File: config.mk
export PLATFORM = sky130hd
export DESIGN_NAME = supervisor_fault_output_logic
export DESIGN_NICKNAME = d
export VERILOG_FILES = /design/src/rtl/sup_fault_pkg.sv /design/src/rtl/supervisor_fault_output_logic.sv
export SDC_FILE = /design/constraint.sdc
export NUM_CORES = 1
export LEC_CHECK = 0
export BUFFER_PORTS_ARGS = -buffer_cell sky130_fd_sc_hd__buf_2
export CORE_AREA = 8 8 173 175
export CTS_CLUSTER_SIZE = 12
export DETAILED_ROUTE_END_ITERATION = 6
export DIE_AREA = 0 0 181 183
export PLACE_DENSITY = 0.75
export SYNTH_ARGS = -nofsm -noshare
export SYNTH_HDL_FRONTEND = slang
export SYNTH_SLANG_ARGS = --single-unit
export TNS_END_PERCENT = 20
File: constraint.sdc
create_clock -name ref_clk_i -period 3.69 [get_ports ref_clk_i]
set_clock_uncertainty 0.2 [all_clocks]
set_input_delay 0.9225 -clock ref_clk_i [delete_from_list [all_inputs] [get_ports ref_clk_i]]
set_output_delay 0.9225 -clock ref_clk_i [all_outputs]
set_load 0.01 [all_outputs]
File: src/rtl/sup_fault_pkg.sv
// Constants and types shared by the supervisor fault output logic
package sup_fault_pkg;
	localparam int NUM_CH = 6;
	localparam int NUM_GPI = 2;
	localparam int NUM_GPIO = 3;
	localparam int DELAY_W = 16;
	// Map vector layout: 6 over, 6 under, 2 gp inputs, 2 aux results, 3 gpio inputs
	localparam int MAP_W = 19;
	localparam int MAP_OVER_LSB = 0;
	localparam int MAP_UNDER_LSB = 6;
	localparam int MAP_GPI_LSB = 12;
	localparam int MAP_AUX_LSB = 14;
	localparam int MAP_GPIO_LSB = 16;
	localparam int CFG_W = 64;
	localparam logic [CFG_W-1:0] CFG_RST = 64'h0;
	localparam logic [15:0] HIST_RST = 16'h0000;
	localparam logic [DELAY_W-1:0] DELAY_RST = 16'h0000;
	// Input function codes
	localparam logic [2:0] FN_MANUAL = 3'h1;
	localparam logic [2:0] FN_MARGIN = 3'h2;
	localparam logic [2:0] FN_UNDERVOLT_IGNORE_N = 3'h3;
	localparam logic [2:0] FN_AUX_POS = 3'h4;
	localparam logic [2:0] FN_AUX_NEG = 3'h5;
	typedef enum logic [3:0] {
		EE_BOOT = 4'h1,
		EE_IDLE = 4'h2,
		EE_STORE = 4'h4,
		EE_RESTORE = 4'h8
	} ee_state_t;
endpackage

File: src/rtl/supervisor_fault_output_logic.sv
// Fault combining, open-drain outputs, alert, write lock and config store control
// ---------------------------------------------------------------
// Function
// manual reset low clears history if enabled
// manual reset mappable to any output
// undervolt ignore low masks under faults
// margin ignore low masks all over and under faults
// outputs only pull low or release
// output is OR of mapped sources
// assert immediately, release after delay
// reassertion restarts release timer
// alert response transaction releases alert
// history access clears alert unless persisting
// lock set blocks word writes
// matching key allows lock bit write
// store and restore commands move config
// power-up loads stored config automatically
// commands ignored during EEPROM transfer
// aux comparator result is mappable fault
// masking applies to live status too
// supply lockout pulls all outputs low
// delay in ticks, polarity after OR
// ---------------------------------------------------------------
`timescale 1ns/1ps
module supervisor_fault_output_logic
	import sup_fault_pkg::*;
(
	// Clock and reset
	input wire logic ref_clk_i,
	input wire logic resetn_i,
	input wire logic clk_en_i,
	// Analog front end
	input wire logic [NUM_CH-1:0] channel_over_fault_i,
	input wire logic [NUM_CH-1:0] channel_under_fault_i,
	input wire logic [NUM_GPI-1:0] gp_input_pin_i,
	input wire logic [NUM_GPI-1:0] aux_compare_in_i,
	input wire logic supply_lockout_i,
	// Input configuration
	input wire logic [2:0] input_one_function_sel_i,
	input wire logic [2:0] input_two_function_sel_i,
	input wire logic [NUM_GPI-1:0] manual_reset_clears_history_i,
	// Output configuration
	input wire logic [NUM_GPIO*MAP_W-1:0] output_map_i,
	input wire logic [NUM_GPIO*DELAY_W-1:0] release_delay_i,
	input wire logic [NUM_GPIO-1:0] active_high_i,
	input wire logic [NUM_GPIO-1:0] is_alert_i,
	input wire logic [NUM_GPIO-1:0] gpio_is_input_i,
	// Host command side
	input wire logic ara_done_i,
	input wire logic history_access_i,
	input wire logic word_write_i,
	input wire logic lock_write_i,
	input wire logic lock_value_i,
	input wire logic [7:0] key_value_i,
	input wire logic [7:0] stored_key_i,
	input wire logic store_cmd_i,
	input wire logic restore_cmd_i,
	input wire logic [CFG_W-1:0] write_cfg_i,
	// EEPROM side
	input wire logic [CFG_W-1:0] eeprom_cfg_i,
	input wire logic eeprom_done_i,
	// Pins
	input wire logic [NUM_GPIO-1:0] gp_open_drain_pin_i,
	output logic [NUM_GPIO-1:0] gp_open_drain_pin_o,
	output logic [NUM_GPIO-1:0] gp_open_drain_pin_oe_o,
	// Status
	output logic [15:0] status_word_o,
	output logic [15:0] history_word_o,
	output logic write_lock_o,
	output logic [CFG_W-1:0] operating_cfg_o,
	output logic eeprom_busy_o,
	output logic eeprom_write_o,
	output logic [CFG_W-1:0] eeprom_wdata_o
);
	// ---------------------------------------------------------------
	// Input functions
	// ---------------------------------------------------------------
	wire logic [2:0] fn_sel [NUM_GPI];
	assign fn_sel[0] = input_one_function_sel_i;
	assign fn_sel[1] = input_two_function_sel_i;
	logic [NUM_GPI-1:0] is_manual, is_margin, is_undervolt_ignore_n, aux_res;
	always_comb begin
		for (int i = 0; i < NUM_GPI; i++) begin
			is_manual[i] = (fn_sel[i] == FN_MANUAL) && !gp_input_pin_i[i];
			is_margin[i] = (fn_sel[i] == FN_MARGIN) && !gp_input_pin_i[i];
			is_undervolt_ignore_n[i] = (fn_sel[i] == FN_UNDERVOLT_IGNORE_N) && !gp_input_pin_i[i];
			// Comparator result given as input above reference; negative sense flips it
			aux_res[i] = ((fn_sel[i] == FN_AUX_POS) && aux_compare_in_i[i]) ||
				((fn_sel[i] == FN_AUX_NEG) && !aux_compare_in_i[i]);
		end
	end
	wire logic margin_ignore_n = ~|is_margin;
	wire logic undervolt_ignore_n = ~|is_undervolt_ignore_n;
	wire logic [NUM_CH-1:0] over_m = channel_over_fault_i & {NUM_CH{margin_ignore_n}};
	wire logic [NUM_CH-1:0] under_m = channel_under_fault_i &
		{NUM_CH{margin_ignore_n & undervolt_ignore_n}};
	wire logic [NUM_GPIO-1:0] gpio_in = gp_open_drain_pin_i & gpio_is_input_i;
	wire logic [MAP_W-1:0] sources = {gpio_in, aux_res, is_manual, under_m, over_m};
	wire logic [15:0] status_d = {3'h0, over_m[5], under_m[5], over_m[4], under_m[4],
		over_m[3], under_m[3], over_m[2], under_m[2], over_m[1], under_m[1],
		over_m[0], under_m[0], 1'b0};
	wire logic hist_clear_mr = |(is_manual & manual_reset_clears_history_i);
	// Host commands are dropped while a configuration transfer owns the store
	ee_state_t ee_q, ee_d;
	wire logic busy = (ee_q != EE_IDLE);
	wire logic ara_ok = ara_done_i && !busy;
	wire logic hist_host_clr = history_access_i && !busy;
	// ---------------------------------------------------------------
	// Output combining and release timers
	// ---------------------------------------------------------------
	logic [NUM_GPIO-1:0] cond, act_q, alert_q;
	logic [DELAY_W-1:0] cnt_q [NUM_GPIO];
	logic [NUM_GPIO-1:0] pin_q, oe_q;
	always_comb begin
		for (int g = 0; g < NUM_GPIO; g++) begin
			cond[g] = |(sources & output_map_i[g*MAP_W +: MAP_W]);
		end
	end
	always_ff @(posedge ref_clk_i or negedge resetn_i) begin
		if (!resetn_i) begin
			act_q <= '0;
			alert_q <= '0;
			for (int g = 0; g < NUM_GPIO; g++) cnt_q[g] <= DELAY_RST;
		end else if (clk_en_i) begin
			for (int g = 0; g < NUM_GPIO; g++) begin
				if (cond[g]) begin
					act_q[g] <= 1'b1;
					cnt_q[g] <= DELAY_RST;
				end else if (act_q[g]) begin
					if (cnt_q[g] >= release_delay_i[g*DELAY_W +: DELAY_W]) begin
						act_q[g] <= 1'b0;
					end else begin
						cnt_q[g] <= cnt_q[g] + 16'h0001;
					end
				end
				// New fault wins over a clear in the same cycle
				if (cond[g] && !act_q[g]) begin
					alert_q[g] <= 1'b1;
				end else if (ara_ok) begin
					alert_q[g] <= 1'b0;
				end else if (hist_host_clr && !cond[g]) begin
					alert_q[g] <= 1'b0;
				end
			end
		end
	end
	wire logic [NUM_GPIO-1:0] asserted = (is_alert_i & alert_q) | (~is_alert_i & act_q);
	wire logic [NUM_GPIO-1:0] level = asserted ~^ active_high_i;
	// Released level comes from the pull-up, so only a low is ever driven
	wire logic [NUM_GPIO-1:0] drive_low = (~level & ~gpio_is_input_i) |
		{NUM_GPIO{supply_lockout_i}};
	always_ff @(posedge ref_clk_i or negedge resetn_i) begin
		if (!resetn_i) begin
			pin_q <= '0;
			oe_q <= '0;
		end else if (clk_en_i) begin
			pin_q <= '0;
			oe_q <= drive_low;
		end
	end
	assign gp_open_drain_pin_o = pin_q;
	assign gp_open_drain_pin_oe_o = oe_q;
	// ---------------------------------------------------------------
	// History, lock and configuration store
	// ---------------------------------------------------------------
	logic [15:0] status_q, hist_q;
	logic lock_q, ewr_q;
	logic [CFG_W-1:0] cfg_q, ewd_q;
	wire logic lock_ok = lock_write_i && !busy && (!lock_q || key_value_i == stored_key_i);
	wire logic word_ok = word_write_i && !busy && !lock_q;
	always_comb begin
		ee_d = ee_q;
		case (ee_q)
			EE_BOOT: if (eeprom_done_i) ee_d = EE_IDLE;
			EE_IDLE: begin
				if (store_cmd_i) ee_d = EE_STORE;
				else if (restore_cmd_i) ee_d = EE_RESTORE;
			end
			EE_STORE: if (eeprom_done_i) ee_d = EE_IDLE;
			EE_RESTORE: if (eeprom_done_i) ee_d = EE_IDLE;
			default: ee_d = EE_IDLE;
		endcase
	end
	always_ff @(posedge ref_clk_i or negedge resetn_i) begin
		if (!resetn_i) begin
			ee_q <= EE_BOOT;
			cfg_q <= CFG_RST;
			ewr_q <= 1'b0;
			ewd_q <= CFG_RST;
			lock_q <= 1'b0;
			status_q <= HIST_RST;
			hist_q <= HIST_RST;
		end else if (clk_en_i) begin
			ee_q <= ee_d;
			ewr_q <= (ee_q == EE_IDLE) && (ee_d == EE_STORE);
			if ((ee_q == EE_IDLE) && (ee_d == EE_STORE)) ewd_q <= cfg_q;
			if ((ee_q == EE_BOOT || ee_q == EE_RESTORE) && eeprom_done_i) begin
				cfg_q <= eeprom_cfg_i;
			end else if (word_ok) begin
				cfg_q <= write_cfg_i;
			end
			if (lock_ok) lock_q <= lock_value_i;
			status_q <= status_d;
			// New faults win over a clear in the same cycle
			if (hist_clear_mr || hist_host_clr) hist_q <= status_d;
			else hist_q <= hist_q | status_d;
		end
	end
	assign status_word_o = status_q;
	assign history_word_o = hist_q;
	assign write_lock_o = lock_q;
	assign operating_cfg_o = cfg_q;
	assign eeprom_busy_o = busy;
	assign eeprom_write_o = ewr_q;
	assign eeprom_wdata_o = ewd_q;
endmodule // supervisor_fault_output_logic

==> results of run 1 <==
[power by group]
part / leakage [nW] / total (mW) / internal [mW] / switching (mW)
combinational: 4.79 / 2.55 / 1.16 / 1.39
clock: 0.399 / 2.47 / 1.48 / 0.994
sequential: 2.72 / 3.59 / 3.10 / 0.493
total: 7.91 / 8.61 / 5.74 / 2.87
[placed cells by master (no fill, tap or decap), drive strengths merged, types with 4 or more instances in the layout]
master   Yosys  layout
a21oi       51      51
mux2        64      64
xor2        13      13
dfrtp      214     214
clkbuf      29      38
a211oi      11      11
or3         12      12
nor4b        5       5
o21ai       96      96
ha          51      51
a22oi       23      23
mux2i       67      67
nand4       13      13
a2111oi      5       5
conb         1      11
nor3b        5       5
a32o         4       4
inv         63      64
buf         28     474
nand3       38      38
and3        14      14
or4         17      17
nor2        36      36
o21a         7       7
nand2b       4       4
nand2       94      94
o31ai       20      20
nor3        11      11
nor4        10      10
and2         5       5
a22o        27      27
[critical path: stages (launching register included)]
cell and delay [ps]:
dfrtp_1 420, nor4b_2 550, inv_1 160, buf_2 200
[metrics by stage]
| stage | setup WS [ps] | power, mW | utilization (%) |
|---|---|---|---|
| CTS | 678 | 8.73 | 53.8 |
| finish | 713 | 8.61 | 53.8 |
| global placement | 330 | 6.10 | 50.7 |
| global route | 474 | 9.10 | 53.8 |
| detailed placement | 225 | 6.20 | 50.7 |
| floorplan | 612 | 4.76 | - |
[worst paths after layout]
kind,start,end,slack (ps)
max reg2reg,cnt_q[10]$_DFFE_PN0P_,cnt_q[12]$_DFFE_PN0P_,750
min in group ref_clk_i,operating_cfg_o[56]$_DFFE_PN0P_,operating_cfg_o[56]$_DFFE_PN0P_,300
min,resetn_i,cnt_q[39]$_DFFE_PN0P_,40
max in group asynchronous,resetn_i,eeprom_wdata_o[3]$_DFFE_PN0P_,2430
max,ee_q[3]$_DFFE_PN0P_,eeprom_busy_o,710
min reg2reg,operating_cfg_o[56]$_DFFE_PN0P_,operating_cfg_o[56]$_DFFE_PN0P_,300
[layout make-up]
class	instances	area, um^2
well taps	346	433
fillers	2481	12600
flip-flops and latches	215	5380
clock inverters	7	75.1
clock buffers	38	754
multi-input cells	744	5300
diodes	1	2.50
inverters	63	236
repair buffers	474	2510
[routing by layer]
| metal | share of wire (%) | track usage [%] |
|---|---|---|
| met5 | 0.38 | 0 |
| met4 | 3.0 | 6.66 |
| met3 | 11 | 9.58 |
| met2 | 49 | 38.4 |
| met1 | 37 | 24.7 |
[flip-flops by register name, indices dropped and copies added, names as in the netlist]
register,cells
eeprom_wdata_o,64
operating_cfg_o,64
cnt_q,48
history_word_o,12
status_word_o,12
ee_q,4
act_q,3
alert_q,3
gp_open_drain_pin_oe_o,3
eeprom_write_o,1
write_lock_o,1
[cells by family after synthesis]
group | after synthesis | synth area share, %
other | 1 | 0.0337
flip-flops | 215 | 48.4
XOR/XNOR | 15 | 1.18
buffers and inverters | 120 | 4.53
AND/OR/NAND/NOR | 271 | 12.3
adder cells (fa/ha/maj) | 51 | 5.74
AO/OA/AOI/OAI | 265 | 15.3
multiplexers | 131 | 12.5
==> results.md, run 1 <==
- Ys async rst share: 100%
- Yosys warns: 0
- Area Growth Syn to Fin: 32.1%
- Outcome: finished, final reports clean
- Yosys top cell area share: 48.2%
- Power per Cell Area: 586 nW/um^2
- Main area contributors after synthesis: dfrtp_1, mux2_2, mux2i_1
- Worst Tran Pin Value: 690 ps
- Port Buffer Count: 454
- I/O Pins: 466
- Hpwl dp: 30300 um
- Post-route DRC: 0
- GRT Util Overall: 22.2%
- Yosys top cell by area: dfrtp_1
- Final Max Slew Viols: 0
- CP Class: reg -> out
- RSZ-0062 raised after global routing: false
- Via/cell ratio: ~5.4
- Post-DP Area: 13900 um^2
- Most frequent cells after synthesis: dfrtp_1, o21ai_0, nand2_1
- Row cnt: 61
- Synth Area per Inst: 10.4 um^2
- CTS Sinks: 215
- Final WL: 38700 um
- Synthesized cell area: 11100 um^2
- EDFF count, synth: 0
- Final worst path period need: 2980 ps
- Setup_tns: 0 ps
- Final Hold Fails: 0
- Main flop type after synthesis: dfrtp_1
- Initial antenna violation count: 15
- Drt wl/cell: between 20 and 25 um
- Via count: 10200
- Tightest hold margin: 36.9 ps
- Setup bufs post-CTS: 0
- Die area: 33100 um^2
- H-tree levels: 1
- Seq/Total Area, Yosys: roughly half
- Period utilization: 80.7%
- Nets: 1871
- VDD IR max: 0.000576 V
- Initial Util: 40.7%
- Antenna viol nets, final: 0
- Max_slew headroom: 53.4%
- Final RePlAce weighted congestion: 0.936
- Hold-fix buffers, CTS: 0
- Post-Synthesis Cells: roughly 1100
- Seq cells post-synth: around 220
- Most numerous cell in the Yosys netlist: dfrtp_1
- Share of post-route cells with drive strength above 1: 38.0%
- Root Buffer: clkbuf_16
- MaxCap Viol Count: 0
- Vias in the first global route: 10500
- Final Non-Filler Cells: 1888
- CTS clk-pin slew, worst paths: about 60 ps
- Inst Count DP: 1842
- Starting DRT DRC Count: between 500 and 600
- Leak: 7.91 nW
- Total CTS buffers: 25
- Die Ht: roughly 180 um
- Req. time, crit path: 2570 ps
- Crit start category: flop
- Final Cell Area: about 15000 um^2
- Fmax: approximately 0.34 GHz
- Path depth of the worst reg2reg path: 8
- CTS tree: done
- Hold Path Class: in -> async
- Core Area: 27300 um^2
- First-pass GRT wire length: 58900 um
- Critical path peak fanout: 5
- Bufs on Longest Clock Path: 3
- Die X: 181 um
- Finish-stage setup viols: 0
- DR pass1 iterations: 5
- Clock Latency Late Sink: 530 ps
- Distinct cells, synth: 56
- Overflow left after global routing: 0
- Largest net degree at the start of global routing: ~110
- CP Capture Type: primary output
- Crit path DAT: 1850 ps
- Post-cts sizing count: 0
Note: power is estimated with default switching activity, not from simulation.
==> run 2, diff against run 1 <==
Settings changed: ABC_AREA set to 1, CORE_AREA 8 8 173 175 to 8 8 176 178, DIE_AREA 0 0 181 183 to 0 0 184 186, PLACE_DENSITY 0.75 to 0.79.
Clock period 3.69 ns to 3.05 ns, I/O delays scaled along.
==> results.md, run 2 <==
- Die Ht: approximately 190 um
- Worst r2r src: cnt_q[35]$_DFFE_PN0P_
- Fmax: 0.382 GHz
- Adder-cell share of the synthesized area: 5.05%
- VDD IR max: roughly 0.00064 V
- Antenna viol nets, final: 0
- Reg2reg setup slack: about 430 ps
- Yosys top cell area share: between 40% and 50%
- Period utilization: 85.9%
- Most frequent cells after synthesis: nand2_1, dfrtp_1, nor2_1
- Die area: around 34000 um^2
- Synthesized cell area: 12600 um^2
- Violated checks: DRC
- Final Hold Fails: 0
- Overflow left after global routing: 0
- Req. time, crit path: 3300 ps
- Layout fillers: 2630
- Seq cells post-synth: ~220
- DR pass1 iterations: 7
- Worst reg2reg endpoint: cnt_q[46]$_DFFE_PN0P_
- RSZ-0062 raised after global routing: false
- Main flop type after synthesis: dfrtp_1
- Distinct cells, synth: 42
- Worst Tran Pin Value: 945 ps
- Power per Cell Area: 683 nW/um^2
- MaxCap Viol Count: 0
- Max_slew headroom: about 37%
- Yosys top cell by area: dfrtp_1
- Port Buffer Count: between 400 and 500
- Post-DP Area: 15300 um^2
- Post-synthesis simple-gate area fraction: 28.4%
- Via/cell ratio: 5.20
- Initial Util: between 40 and 50%
- Mux share of post-synthesis cell area: under 10%
- Drt wl/cell: about 18 um
- CTS Sinks: 215
- Synth Area per Inst: between 8 and 9 um^2
- CTS clk-pin slew, worst paths: 60 ps
- I/O Pins: between 400 and 500
- Crit start category: flop
- Die X: 184 um
- Final WL: ~43000 um
- CP Capture Type: flop
- Via count: 12400
- Core Area: 28200 um^2
- Compound-Gate Fraction of Synth Area: 6.34%
- Ys async rst share: 100%
- Commonest non-fill, non-tap cells in the layout: buf_2, nand2_1, dfrtp_1
- Vias in the first global route: roughly 12000
- H-tree levels: 1
- Post-synthesis xor/xnor area fraction: 2.77%
- Most numerous cell in the Yosys netlist: nand2_1
- Area Growth Syn to Fin: 27.4%
- Path depth of the worst reg2reg path: 10
- Share of post-route cells with drive strength above 1: 30.8%
- Final RePlAce weighted congestion: 0.963
- Largest family of logic cells by synthesized area: simple AND/OR/NAND/NOR gates
- Row cnt: 62
- Outcome: finished, violations left
- Finish-stage setup viols: 0
- Post-cts sizing count: 0
- EDFF count, synth: 0
- Clock Latency Late Sink: approximately 530 ps
- Hpwl dp: 34300 um
- Post-route DRC: 3
- Seq/Total Area, Yosys: 42.6%
- Post-Synthesis Cells: 1537
- Core Util, Final: 57.0%
- Root Buffer: clkbuf_16
- Largest net degree at the start of global routing: 75
- Critical path peak fanout: 14
- Starting DRT DRC Count: slightly below 800
- Setup_tns: 0 ps
- Hold-fix buffers, CTS: 0
- Bufs on Longest Clock Path: 3
- First-pass GRT wire length: roughly 66000 um
- Crit path DAT: between 2000 and 3000 ps
- GRT Util Overall: 24.0%
- Yosys warns: 0
- Final Max Slew Viols: 0
- CP Class: reg -> reg
- CTS tree: done
- Leak: 8.88 nW
- Final Cell Area: 16100 um^2
- Initial antenna violation count: 4
- Hold Path Class: in -> async
- Nets: ~2300
- Most common cell after layout, fill and taps aside: buf_2
- Main area contributors after synthesis: dfrtp_1, nand2_1, mux2_4
- Total CTS buffers: 25
- Setup bufs post-CTS: 0
- Final worst path period need: around 2600 ps
==> run 2: changes by cell type after synthesis, moves of 20 or more <==
cell / change
nand2_1: +337
nor2_1: +136
inv_1: +85
o21ai_0: -76
mux2i_1: -67
a31oi_1: +62
nand3_1: +58
mux2_2: -49
mux2_4: +49
nand4_1: +42
a22o_1: -27
a21oi_1: -25
a22oi_1: -23
o31ai_1: -20
==> run 2: logic make-up after synthesis <==
kind of cell / Yosys count
buffers and inverters: 216
multiplexers: 64
adder cells (fa/ha/maj): 51
other: 1
XOR/XNOR: 40
flip-flops: 215
AO/OA/AOI/OAI: 132
AND/OR/NAND/NOR: 818
==> run 2: final cells by class <==
| class | count | area, um^2 | area share (%) |
|---|---|---|---|
| Multi-Input combinational cell | 1116 | 6340 | 39.4 |
| Sequential cell | 215 | 5380 | 33.5 |
| Timing Repair Buffer | 473 | 2500 | 15.5 |
| Clock buffer | 38 | 734 | 4.57 |
| Inverter | 149 | 559 | 3.48 |
| Tap cell | 384 | 480 | 2.99 |
| Clock inverter | 7 | 77.6 | 0.482 |
| Antenna cell | 3 | 7.51 | 0.0467 |
==> run 2: per-layer routing <==
| layer | global-route usage [%] | part of all wire [%] | up-vias |
|---|---|---|---|
| met4 | 7.71 | 2.8 | 2 |
| met3 | 5.08 | 7.1 | 89 |
| met1 | 30.0 | 40 | 5889 |
| met5 | 0 | 0.021 | - |
| met2 | 40.9 | 50 | 513 |
| li1 | - | - | 5913 |
==> run 2: worst max-delay path by stage <==
stage                                     start                    end  slack, ps
after floorplan             release_delay_i[11]   act_q[0]$_DFFE_PN0P_        510
after global placement       release_delay_i[3]  cnt_q[34]$_DFFE_PN0P_        150
after detailed placement     release_delay_i[3]  cnt_q[45]$_DFFE_PN0P_         70
after CTS                 cnt_q[35]$_DFFE_PN0P_  cnt_q[45]$_DFFE_PN0P_        460
after global routing      cnt_q[37]$_DFFE_PN0P_  cnt_q[42]$_DFFE_PN0P_        210
final                     cnt_q[35]$_DFFE_PN0P_  cnt_q[46]$_DFFE_PN0P_        430
==> run 2: critical path, stage by stage (launching register included) <==
cell     delay, ps
dfrtp_1        470
ha_1           330
a21oi_1        180
o21ai_0        130
nand2_1         80
nand2_1         50
nand2_1         60
nand3_1         70
nor2_1         720
nand4_1        180
nand2_1        100
==> run 2: where the power goes <==
group | total [mW] | internal (mW) | switching, mW
clock | 2.95 | 1.75 | 1.20
sequential | 4.47 | 3.78 | 0.697
combinational | 3.57 | 1.66 | 1.91
total | 11.0 | 7.19 | 3.81
==> run 2: metrics by stage <==
step | cells | worst slack, ps | power [mW] | hold slack [ps]
CTS | 2382 | 458 | 11.1 | 60.8
finish | 2385 | 429 | 11.0 | 50.4
global placement | 2337 | 148 | 7.99 | 253
detailed placement | 2337 | 74.0 | 8.10 | 260
global route | 2385 | 214 | 11.6 | 75.6
floorplan | 1547 | 506 | 6.24 | 242
